### config.mk
export PLATFORM = sky130hd
export DESIGN_NAME = atdb_top
export DESIGN_NICKNAME = d
export VERILOG_FILES = /design/src/atdb_top.v /design/src/atdb_prescaler.v /design/src/atdb_channel.v
export VERILOG_INCLUDE_DIRS = /design/src
export SDC_FILE = /design/constraint.sdc
export NUM_CORES = 1
export LEC_CHECK = 0
export ABC_AREA = 0
export BUFFER_PORTS_ARGS = -buffer_cell sky130_fd_sc_hd__buf_2
export CELL_PAD_IN_SITES_DETAIL_PLACEMENT = 0
export CELL_PAD_IN_SITES_GLOBAL_PLACEMENT = 1
export CORE_ASPECT_RATIO = 1.1
export CORE_MARGIN = 5
export CORE_UTILIZATION = 45
export CTS_CLUSTER_SIZE = 12
export DETAILED_ROUTE_END_ITERATION = 10
export PLACE_DENSITY_LB_ADDON = 0.1
export SYNTH_ARGS = -nofsm -noshare
export SYNTH_HDL_FRONTEND = slang
export SYNTH_SLANG_ARGS = --single-unit
### constraint.sdc
create_clock -name clk_i -period 6.1 [get_ports clk_i]
set_input_delay 1.22 -clock clk_i [delete_from_list [all_inputs] [get_ports clk_i]]
set_output_delay 1.22 -clock clk_i [all_outputs]
set_load 0.02 [all_outputs]
### src/atdb_regs.vh
// Register offsets, field positions, reset values and timing counts of the trigger delay block.
`ifndef ATDB_REGS_VH
`define ATDB_REGS_VH

`define ATDB_OFF_CTRL     8'h00
`define ATDB_OFF_MOD      8'h04
`define ATDB_OFF_IDELAY   8'h08
`define ATDB_OFF_C1_DLYA  8'h0C
`define ATDB_OFF_C1_DLYB  8'h10
`define ATDB_OFF_C2_DLYA  8'h14
`define ATDB_OFF_C2_DLYB  8'h18
`define ATDB_OFF_ERR_EN   8'h1C
`define ATDB_OFF_STATUS   8'h20
`define ATDB_OFF_COUNT    8'h24

`define ATDB_CTRL_PS_LSB  0
`define ATDB_CTRL_PS_MSB  2
`define ATDB_CTRL_ONESHOT 3
`define ATDB_CTRL_SEL_LSB 4
`define ATDB_CTRL_SEL_MSB 5
`define ATDB_CTRL_IDLY_IE 6
`define ATDB_CTRL_ENABLE  7
`define ATDB_CTRL_SWTRIG  8

`define ATDB_SEL_EXT      2'h0
`define ATDB_SEL_SW       2'h1
`define ATDB_SEL_CMP1     2'h2
`define ATDB_SEL_CMP2     2'h3

`define ATDB_ST_IDELAY    0
`define ATDB_ST_FAULT_LSB 1
`define ATDB_ST_FAULT_MSB 4
`define ATDB_ST_RUNNING   5

`define ATDB_CTRL_RST     8'h00
`define ATDB_MOD_RST      16'hFFFF
`define ATDB_IDELAY_RST   16'hFFFF
`define ATDB_DLY_RST      16'h0000
`define ATDB_ERR_EN_RST   4'h0

`define ATDB_PRE_LEAD     2

`endif

### src/atdb_top.v
// Top of the trigger delay block: Wishbone registers, trigger select, counter and two channels.
//
// The address map and the Wishbone register port were chosen for this implementation.
`timescale 1ns/1ps
`default_nettype none
`include "atdb_regs.vh"

module atdb_top (
  input  wire        clk_i,
  input  wire        rst_i,
  input  wire        wb_cyc_i,
  input  wire        wb_stb_i,
  input  wire        wb_we_i,
  input  wire [7:0]  wb_adr_i,
  input  wire [3:0]  wb_sel_i,
  input  wire [31:0] wb_dat_i,
  output reg  [31:0] wb_dat_o,
  output reg         wb_ack_o,
  input  wire        ext_trigger_i,
  input  wire        comparator1_i,
  input  wire        comparator2_i,
  input  wire [1:0]  conversion_complete_flag_a_i,
  input  wire [1:0]  conversion_complete_flag_b_i,
  output wire [1:0]  preselect_set_a_o,
  output wire [1:0]  preselect_set_b_o,
  output wire [1:0]  convert_pulse_a_o,
  output wire [1:0]  convert_pulse_b_o,
  output reg         interval_irq_o,
  output reg         error_irq_o
);

  reg  [7:0]  ctrl;
  reg  [15:0] modulus;
  reg  [15:0] idelay;
  reg  [15:0] dly [0:3];
  reg  [3:0]  err_en;
  reg  [4:0]  flags;
  reg  [15:0] count;
  reg         running;
  reg         sw_go;
  reg  [2:0]  pin_s1;
  reg  [2:0]  pin_s2;
  reg  [2:0]  pin_s3;
  reg         trig_edge;

  wire        wb_req;
  wire        wb_wr;
  wire [15:0] wr_val;
  wire [15:0] wr_ctrl;
  wire        tick;
  wire        cnt_tick;
  wire        go;
  wire [2:0]  pin_rise;
  wire [3:0]  fire;
  wire [3:0]  fault;
  wire [1:0]  sel;
  wire        enable;
  wire        one_shot;

  // Merges the enabled byte lanes of the write data into a 16-bit register.
  function [15:0] atdb_merge;
    input [15:0] old;
    input [31:0] dat;
    input [3:0]  lanes;
    begin
      atdb_merge = {lanes[1] ? dat[15:8] : old[15:8], lanes[0] ? dat[7:0] : old[7:0]};
    end
  endfunction

  // Reads back a delay or limit word in the low half of the bus.
  function [31:0] atdb_word;
    input [15:0] val;
    begin
      atdb_word = {16'h0000, val};
    end
  endfunction

  assign wb_req   = wb_cyc_i && wb_stb_i && !wb_ack_o;
  assign wb_wr    = wb_req && wb_we_i;
  assign wr_val   = atdb_merge(16'h0000, wb_dat_i, wb_sel_i);
  assign wr_ctrl  = atdb_merge({8'h00, ctrl}, wb_dat_i, wb_sel_i);

  assign sel      = ctrl[`ATDB_CTRL_SEL_MSB:`ATDB_CTRL_SEL_LSB];
  assign enable   = ctrl[`ATDB_CTRL_ENABLE];
  assign one_shot = ctrl[`ATDB_CTRL_ONESHOT];

  // Wishbone classic slave: one wait state, ack for one cycle, unmapped reads zero.
  always @(posedge clk_i) begin
    if (rst_i) begin
      wb_ack_o <= 1'b0;
      wb_dat_o <= 32'h00000000;
    end else begin
      wb_ack_o <= wb_req;
      if (wb_req && !wb_we_i) begin
        case (wb_adr_i)
          `ATDB_OFF_CTRL:    wb_dat_o <= {24'h000000, ctrl};
          `ATDB_OFF_MOD:     wb_dat_o <= atdb_word(modulus);
          `ATDB_OFF_IDELAY:  wb_dat_o <= atdb_word(idelay);
          `ATDB_OFF_C1_DLYA: wb_dat_o <= atdb_word(dly[0]);
          `ATDB_OFF_C1_DLYB: wb_dat_o <= atdb_word(dly[1]);
          `ATDB_OFF_C2_DLYA: wb_dat_o <= atdb_word(dly[2]);
          `ATDB_OFF_C2_DLYB: wb_dat_o <= atdb_word(dly[3]);
          `ATDB_OFF_ERR_EN:  wb_dat_o <= {28'h0000000, err_en};
          `ATDB_OFF_STATUS:  wb_dat_o <= {26'h0, running, flags};
          `ATDB_OFF_COUNT:   wb_dat_o <= atdb_word(count);
          default:           wb_dat_o <= 32'h00000000;
        endcase
      end else begin
        wb_dat_o <= 32'h00000000;
      end
    end
  end

  // Configuration registers written by software.
  always @(posedge clk_i) begin
    if (rst_i) begin
      ctrl    <= `ATDB_CTRL_RST;
      modulus <= `ATDB_MOD_RST;
      idelay  <= `ATDB_IDELAY_RST;
      dly[0]  <= `ATDB_DLY_RST;
      dly[1]  <= `ATDB_DLY_RST;
      dly[2]  <= `ATDB_DLY_RST;
      dly[3]  <= `ATDB_DLY_RST;
      err_en  <= `ATDB_ERR_EN_RST;
      sw_go   <= 1'b0;
    end else begin
      sw_go <= 1'b0;
      if (wb_wr) begin
        case (wb_adr_i)
          `ATDB_OFF_CTRL: begin
            ctrl  <= wr_ctrl[7:0];
            sw_go <= wr_ctrl[`ATDB_CTRL_SWTRIG] && (sel == `ATDB_SEL_SW);
          end
          `ATDB_OFF_MOD: begin
            modulus <= atdb_merge(modulus, wb_dat_i, wb_sel_i);
          end
          `ATDB_OFF_IDELAY: begin
            idelay <= atdb_merge(idelay, wb_dat_i, wb_sel_i);
          end
          `ATDB_OFF_C1_DLYA: begin
            dly[0] <= atdb_merge(dly[0], wb_dat_i, wb_sel_i);
          end
          `ATDB_OFF_C1_DLYB: begin
            dly[1] <= atdb_merge(dly[1], wb_dat_i, wb_sel_i);
          end
          `ATDB_OFF_C2_DLYA: begin
            dly[2] <= atdb_merge(dly[2], wb_dat_i, wb_sel_i);
          end
          `ATDB_OFF_C2_DLYB: begin
            dly[3] <= atdb_merge(dly[3], wb_dat_i, wb_sel_i);
          end
          `ATDB_OFF_ERR_EN: begin
            if (wb_sel_i[0]) begin
              err_en <= wb_dat_i[3:0];
            end
          end
          default: begin
            sw_go <= 1'b0;
          end
        endcase
      end
    end
  end

  // Two-stage synchronisers for the pin and comparator inputs.
  genvar g;
  generate
    for (g = 0; g < 3; g = g + 1) begin : gen_sync
      always @(posedge clk_i) begin
        if (rst_i) begin
          pin_s1[g] <= 1'b0;
          pin_s2[g] <= 1'b0;
          pin_s3[g] <= 1'b0;
        end else begin
          pin_s1[g] <= (g == 0) ? ext_trigger_i : ((g == 1) ? comparator1_i : comparator2_i);
          pin_s2[g] <= pin_s1[g];
          pin_s3[g] <= pin_s2[g];
        end
      end
      assign pin_rise[g] = pin_s2[g] && !pin_s3[g];
    end
  endgenerate

  // The selected source is reduced to a single rising-edge event.
  always @* begin
    case (sel)
      `ATDB_SEL_EXT:  trig_edge = pin_rise[0];
      `ATDB_SEL_SW:   trig_edge = sw_go;
      `ATDB_SEL_CMP1: trig_edge = pin_rise[1];
      `ATDB_SEL_CMP2: trig_edge = pin_rise[2];
      default:        trig_edge = 1'b0;
    endcase
  end

  assign go       = enable && trig_edge;
  assign cnt_tick = running && tick;

  atdb_prescaler u_prescaler (
    .clk_i   (clk_i),
    .rst_i   (rst_i),
    .clear_i (go),
    .sel_i   (ctrl[`ATDB_CTRL_PS_MSB:`ATDB_CTRL_PS_LSB]),
    .tick_o  (tick)
  );

  // Delay counter: a trigger restarts it from zero, the modulus ends each period.
  always @(posedge clk_i) begin
    if (rst_i) begin
      count   <= 16'h0000;
      running <= 1'b0;
    end else if (!enable) begin
      count   <= 16'h0000;
      running <= 1'b0;
    end else if (go) begin
      count   <= 16'h0000;
      running <= 1'b1;
    end else if (cnt_tick) begin
      if (count == modulus) begin
        if (one_shot) begin
          running <= 1'b0;
        end else begin
          count <= 16'h0000;
        end
      end else begin
        count <= count + 16'h0001;
      end
    end
  end

  // Each delay register fires its channel input once per period when the counter matches; a fire the channel refuses raises a sequence fault.
  generate
    for (g = 0; g < 4; g = g + 1) begin : gen_match
      assign fire[g] = cnt_tick && (count == dly[g]);
    end
    for (g = 0; g < 2; g = g + 1) begin : gen_chan
      atdb_channel u_channel (
        .clk_i              (clk_i),
        .rst_i              (rst_i),
        .fire_a_i           (fire[2*g]),
        .fire_b_i           (fire[2*g+1]),
        .done_a_i           (conversion_complete_flag_a_i[g]),
        .done_b_i           (conversion_complete_flag_b_i[g]),
        .preselect_set_a_o  (preselect_set_a_o[g]),
        .preselect_set_b_o  (preselect_set_b_o[g]),
        .convert_pulse_a_o  (convert_pulse_a_o[g]),
        .convert_pulse_b_o  (convert_pulse_b_o[g]),
        .sequence_fault_a_o (fault[2*g]),
        .sequence_fault_b_o (fault[2*g+1])
      );
    end
  endgenerate

  // Sticky event flags are cleared by writing one; a new event wins over the clear.
  always @(posedge clk_i) begin
    if (rst_i) begin
      flags <= 5'h00;
    end else begin
      if (wb_wr && wb_adr_i == `ATDB_OFF_STATUS) begin
        flags <= (flags & ~wr_val[4:0]) | {fault, cnt_tick && (count == idelay)};
      end else begin
        flags <= flags | {fault, cnt_tick && (count == idelay)};
      end
    end
  end

  // Interrupt requests are the flags gated by their enables.
  always @(posedge clk_i) begin
    if (rst_i) begin
      interval_irq_o <= 1'b0;
      error_irq_o    <= 1'b0;
    end else begin
      interval_irq_o <= flags[`ATDB_ST_IDELAY] && ctrl[`ATDB_CTRL_IDLY_IE];
      error_irq_o    <= |(flags[`ATDB_ST_FAULT_MSB:`ATDB_ST_FAULT_LSB] & err_en);
    end
  end

endmodule
`default_nettype wire

### src/atdb_prescaler.v
// Power-of-two clock prescaler that issues one tick per divided period.
`timescale 1ns/1ps
`default_nettype none
`include "atdb_regs.vh"

module atdb_prescaler (
  input  wire       clk_i,
  input  wire       rst_i,
  input  wire       clear_i,
  input  wire [2:0] sel_i,
  output wire       tick_o
);

  reg  [6:0] count;
  wire [6:0] limit;

  // The limit is two to the power sel minus one.
  assign limit  = 7'h7F >> (3'h7 - sel_i);
  assign tick_o = (count == limit);

  always @(posedge clk_i) begin
    if (rst_i || clear_i || tick_o) begin
      count <= 7'h00;
    end else begin
      count <= count + 7'h01;
    end
  end

endmodule
`default_nettype wire

### src/atdb_channel.v
// One output channel: pre-select and convert pulses for sets A and B with sequence fault detection.
`timescale 1ns/1ps
`default_nettype none
`include "atdb_regs.vh"

module atdb_channel (
  input  wire clk_i,
  input  wire rst_i,
  input  wire fire_a_i,
  input  wire fire_b_i,
  input  wire done_a_i,
  input  wire done_b_i,
  output reg  preselect_set_a_o,
  output reg  preselect_set_b_o,
  output wire convert_pulse_a_o,
  output wire convert_pulse_b_o,
  output reg  sequence_fault_a_o,
  output reg  sequence_fault_b_o
);

  reg  [`ATDB_PRE_LEAD:0] pipe_a;
  reg  [`ATDB_PRE_LEAD:0] pipe_b;
  reg                     busy_a;
  reg                     busy_b;
  wire                    take_a;
  wire                    take_b;

  // A fires only while no B conversion is pending; B yields to A in the same cycle.
  assign take_a = fire_a_i && !busy_b;
  assign take_b = fire_b_i && !busy_a && !take_a;

  // The convert pulse leaves the pipe two cycles after the pre-select rises.
  assign convert_pulse_a_o = pipe_a[`ATDB_PRE_LEAD];
  assign convert_pulse_b_o = pipe_b[`ATDB_PRE_LEAD];

  always @(posedge clk_i) begin
    if (rst_i) begin
      pipe_a             <= 3'h0;
      pipe_b             <= 3'h0;
      busy_a             <= 1'b0;
      busy_b             <= 1'b0;
      preselect_set_a_o  <= 1'b0;
      preselect_set_b_o  <= 1'b0;
      sequence_fault_a_o <= 1'b0;
      sequence_fault_b_o <= 1'b0;
    end else begin
      pipe_a             <= {pipe_a[`ATDB_PRE_LEAD-1:0], take_a};
      pipe_b             <= {pipe_b[`ATDB_PRE_LEAD-1:0], take_b};
      preselect_set_a_o  <= take_a | (|pipe_a[`ATDB_PRE_LEAD-1:0]);
      preselect_set_b_o  <= take_b | (|pipe_b[`ATDB_PRE_LEAD-1:0]);
      sequence_fault_a_o <= fire_a_i && !take_a;
      sequence_fault_b_o <= fire_b_i && !take_b;
      // Busy holds from acceptance until the completion flag follows the convert pulse.
      if (take_a) begin
        busy_a <= 1'b1;
      end else if (done_a_i && pipe_a == 3'h0) begin
        busy_a <= 1'b0;
      end
      if (take_b) begin
        busy_b <= 1'b1;
      end else if (done_b_i && pipe_b == 3'h0) begin
        busy_b <= 1'b0;
      end
    end
  end

endmodule
`default_nettype wire

==> results.cfg <==
[status]
outcome = complete, no violations

[worst_setup_path]
worstSetupPathType = flop to flop
required_ps = 6370
critPathLaunchType = flop
setup.worst_path.end_class = flop
arrival_ps = 3500
crit_fanout = 14

[synthesis]
synth_top_area_cell = dfxtp_1
synthFlopType = dfxtp_1
synth_cells = 974
avgSynthCellArea_um2 = 9.579
netlist_area_um2 = 9330
ys_async_sr_fraction_pct = 0
synth-edff-count = 64
synth_cell_types = 63
yosysSeqAreaShare_pct = 47.63
synth.area.top_cells = dfxtp_1 (27%), edfxtp_1 (21%), xnor2_1 (8.6%), and2_1 (4.7%), nand2_1 (4.0%)
synthTopCellsByCount = dfxtp_1 (126), nand2_1 (100), xnor2_1 (92)
yosysMostFrequentCell = dfxtp_1
ys_ff_latch = 190
synth_top_area_share_pct = 27.04
ys_warn_count = 0

[cts]
clk_latency_ps = 440
path_clk_slew_ps = 80
cts_made_buffers = 17
post_cts_resized = 0
cts.hold.buffers_added = 0
cts_tree = yes
cts_root_buffer = clkbuf_16
ctsHtreeMaxLevel = 4
numClockSinks = 190
cts_max_path_buffers = 2
postCtsSetupRepairBufs = 0

[global_route]
globalRouteOverflowTotal = 0
first_global_vias = 7180
grt_max_degree = 57
grt.total_usage_pct = 24.62
antenna_found_initial = 2
grt_pass1_wl_mm = 44.08

[floorplanning]
die_y_um = 161.0
core_um2 = 20510
initial_core_util_pct = 45.50
pin_count = 99
die_area_um2 = 23720
die_w_um = 147.3
row_count = 55

[power_and_ir_drop]
p_sw_share_pct = 24.61
power.density_nw_per_um2 = 250.1
p_leak_nw = 3.504
p_int_mw = 1.932
power.switching_mw = 0.6307
ir_drop_v = 0.0001864
clkPwrFrac_pct = 43.5
pwr-share-comb_pct = 4.2
power_frac_seq_pct = 52.2

[placed_design]
place_congestion = 0.9352
place_area_um2 = 9667
hpwl_mm = 21.48
post-place-ws_ps = 2585
numPortBuffers = 64

[final_layout]
fill_cells = 1993
stdcell_area_um2 = 10250
area_delta_synth_final_pct = 9.817
nets = 1051
drive_gt1_share_pct = 12.13
antenna_cells = 0

[sta]
worstMarginPinSlew_ps = 1129
fin_skew_ps = 12.27
maxSlewHeadroom_pct = 24.48
setup_slack_ps = 2871
max_freq_mhz = 309.7
setup_viol = 0
final_hold_viol_count = 0
final_max_slew_viol_count = 0
finalSetupTns_ps = 0
rsz0062_at_grt = false
min_period_ps = 3229
fin_crit_sh_pct = 52.93

[drt]
finalWirelength_mm = 29.16
via_count = 7454
drc = 0
drt-met1-wl_mm = 12.57
met3_length_mm = 2.051
highest_layer = met5
viasPerCell = 5.906
drt-wirelength-per-cell_um = 23.10
wl_met2_mm = 13.45
dr.pass1.iters = 7
final_antenna_net_count = 0
drt_iter0_drc = 719

[job]
maxCapViolCount = 0

[worst_hold_path]
hold_class = flop to flop
## placed cells by master (no fill, tap or decap), types with 16 or more instances in the layout
master and instances:
a21oi_1 45, edfxtp_1 64, nand4_1 25, and2_1 70, conb_1 16, dfxtp_1 126, nand3b_1 30, a22oi_1 34
xnor2_1 92, buf_2 64, nand2_1 100, nand3_1 35, nor2_1 46, clkbuf_16 18, nor2b_1 27
## registers in the layout, summed over array words and instances, names as in the netlist, 4 cells and up
name,flops
dly,64
idelay,16
wb_dat_o,16
gen_chan.u_channel.pipe_a,6
flags,5
modulus,16
err_en,4
gen_chan.u_channel.pipe_b,6
count,16
ctrl,8
u_prescaler.count,7
## per-stage QoR
stage	instances	power (mW)	hold slack, ps	utilization, %
after global placement	1230	1.476	420.5	47.14
after floorplan	989	1.429	413.0	-
final	1262	2.563	438.0	49.96
after CTS	1262	2.573	440.0	49.96
after global routing	1262	2.641	461.6	49.96
after detailed placement	1230	1.475	421.2	47.14
## worst max-delay path, cell delays in order (launching register included)
cell and delay [ps]:
dfxtp_1 820, xnor2_1 190, nand4_1 170, nor4_2 770, nand2b_1 110, o21bai_1 880, a21oi_1 110
## power groups by stage
| stage | registers (mW) | logic [mW] | clock network (mW) |
|---|---|---|---|
| detailed placement | 1.37 | 0.108 | 0 |
| global route | 1.34 | 0.116 | 1.18 |
| CTS | 1.34 | 0.108 | 1.13 |
| floorplan | 1.36 | 0.0667 | 0 |
| global placement | 1.37 | 0.109 | 0 |
| finish | 1.34 | 0.108 | 1.12 |
## metal layers
layer	vias to the layer above	GRT usage, %
li1	3476	-
met1	3598	33.50
met2	305	39.00
met3	71	4.349
met4	4	10.08
met5	-	0
## kinds of logic (layout without fill, tap and decap cells)
logic type / count (synthesis) / count (layout) / synth area share [%]
other: 1 / 16 / 0.04019
adder cells (fa/ha/maj): 2 / 2 / 0.2682
buffers and inverters: 98 / 115 / 5.163
flip-flops: 190 / 190 / 47.63
AND/OR/NAND/NOR: 405 / 405 / 24.10
XOR/XNOR: 103 / 103 / 9.669
multiplexers: 1 / 1 / 0.1207
AO/OA/AOI/OAI: 174 / 174 / 13.01
## final timing paths
| check | slack, ps | startpoint | depth (start not counted) | end |
|---|---|---|---|---|
| worst max-delay path | 2870 | count[3] | 6 | count[6] |
| worst min-delay path | 440 | pin_s1[2] | 1 | pin_s2[2] |
| worst max register to register | 2870 | count[3] | 6 | count[6] |
| worst min register to register | 440 | pin_s1[2] | 1 | pin_s2[2] |
## area by class of cell
type,instances,area [µm²],share of cell area (%)
clock buffers,19,464.2,4.530
clock inverters,13,115.1,1.123
inverters,9,33.78,0.3297
multi-input cells,701,4473,43.66
flip-flops and latches,190,4444,43.38
well taps,256,320.3,3.126
repair buffers,74,395.4,3.859
(Power assumes the default switching activity.)
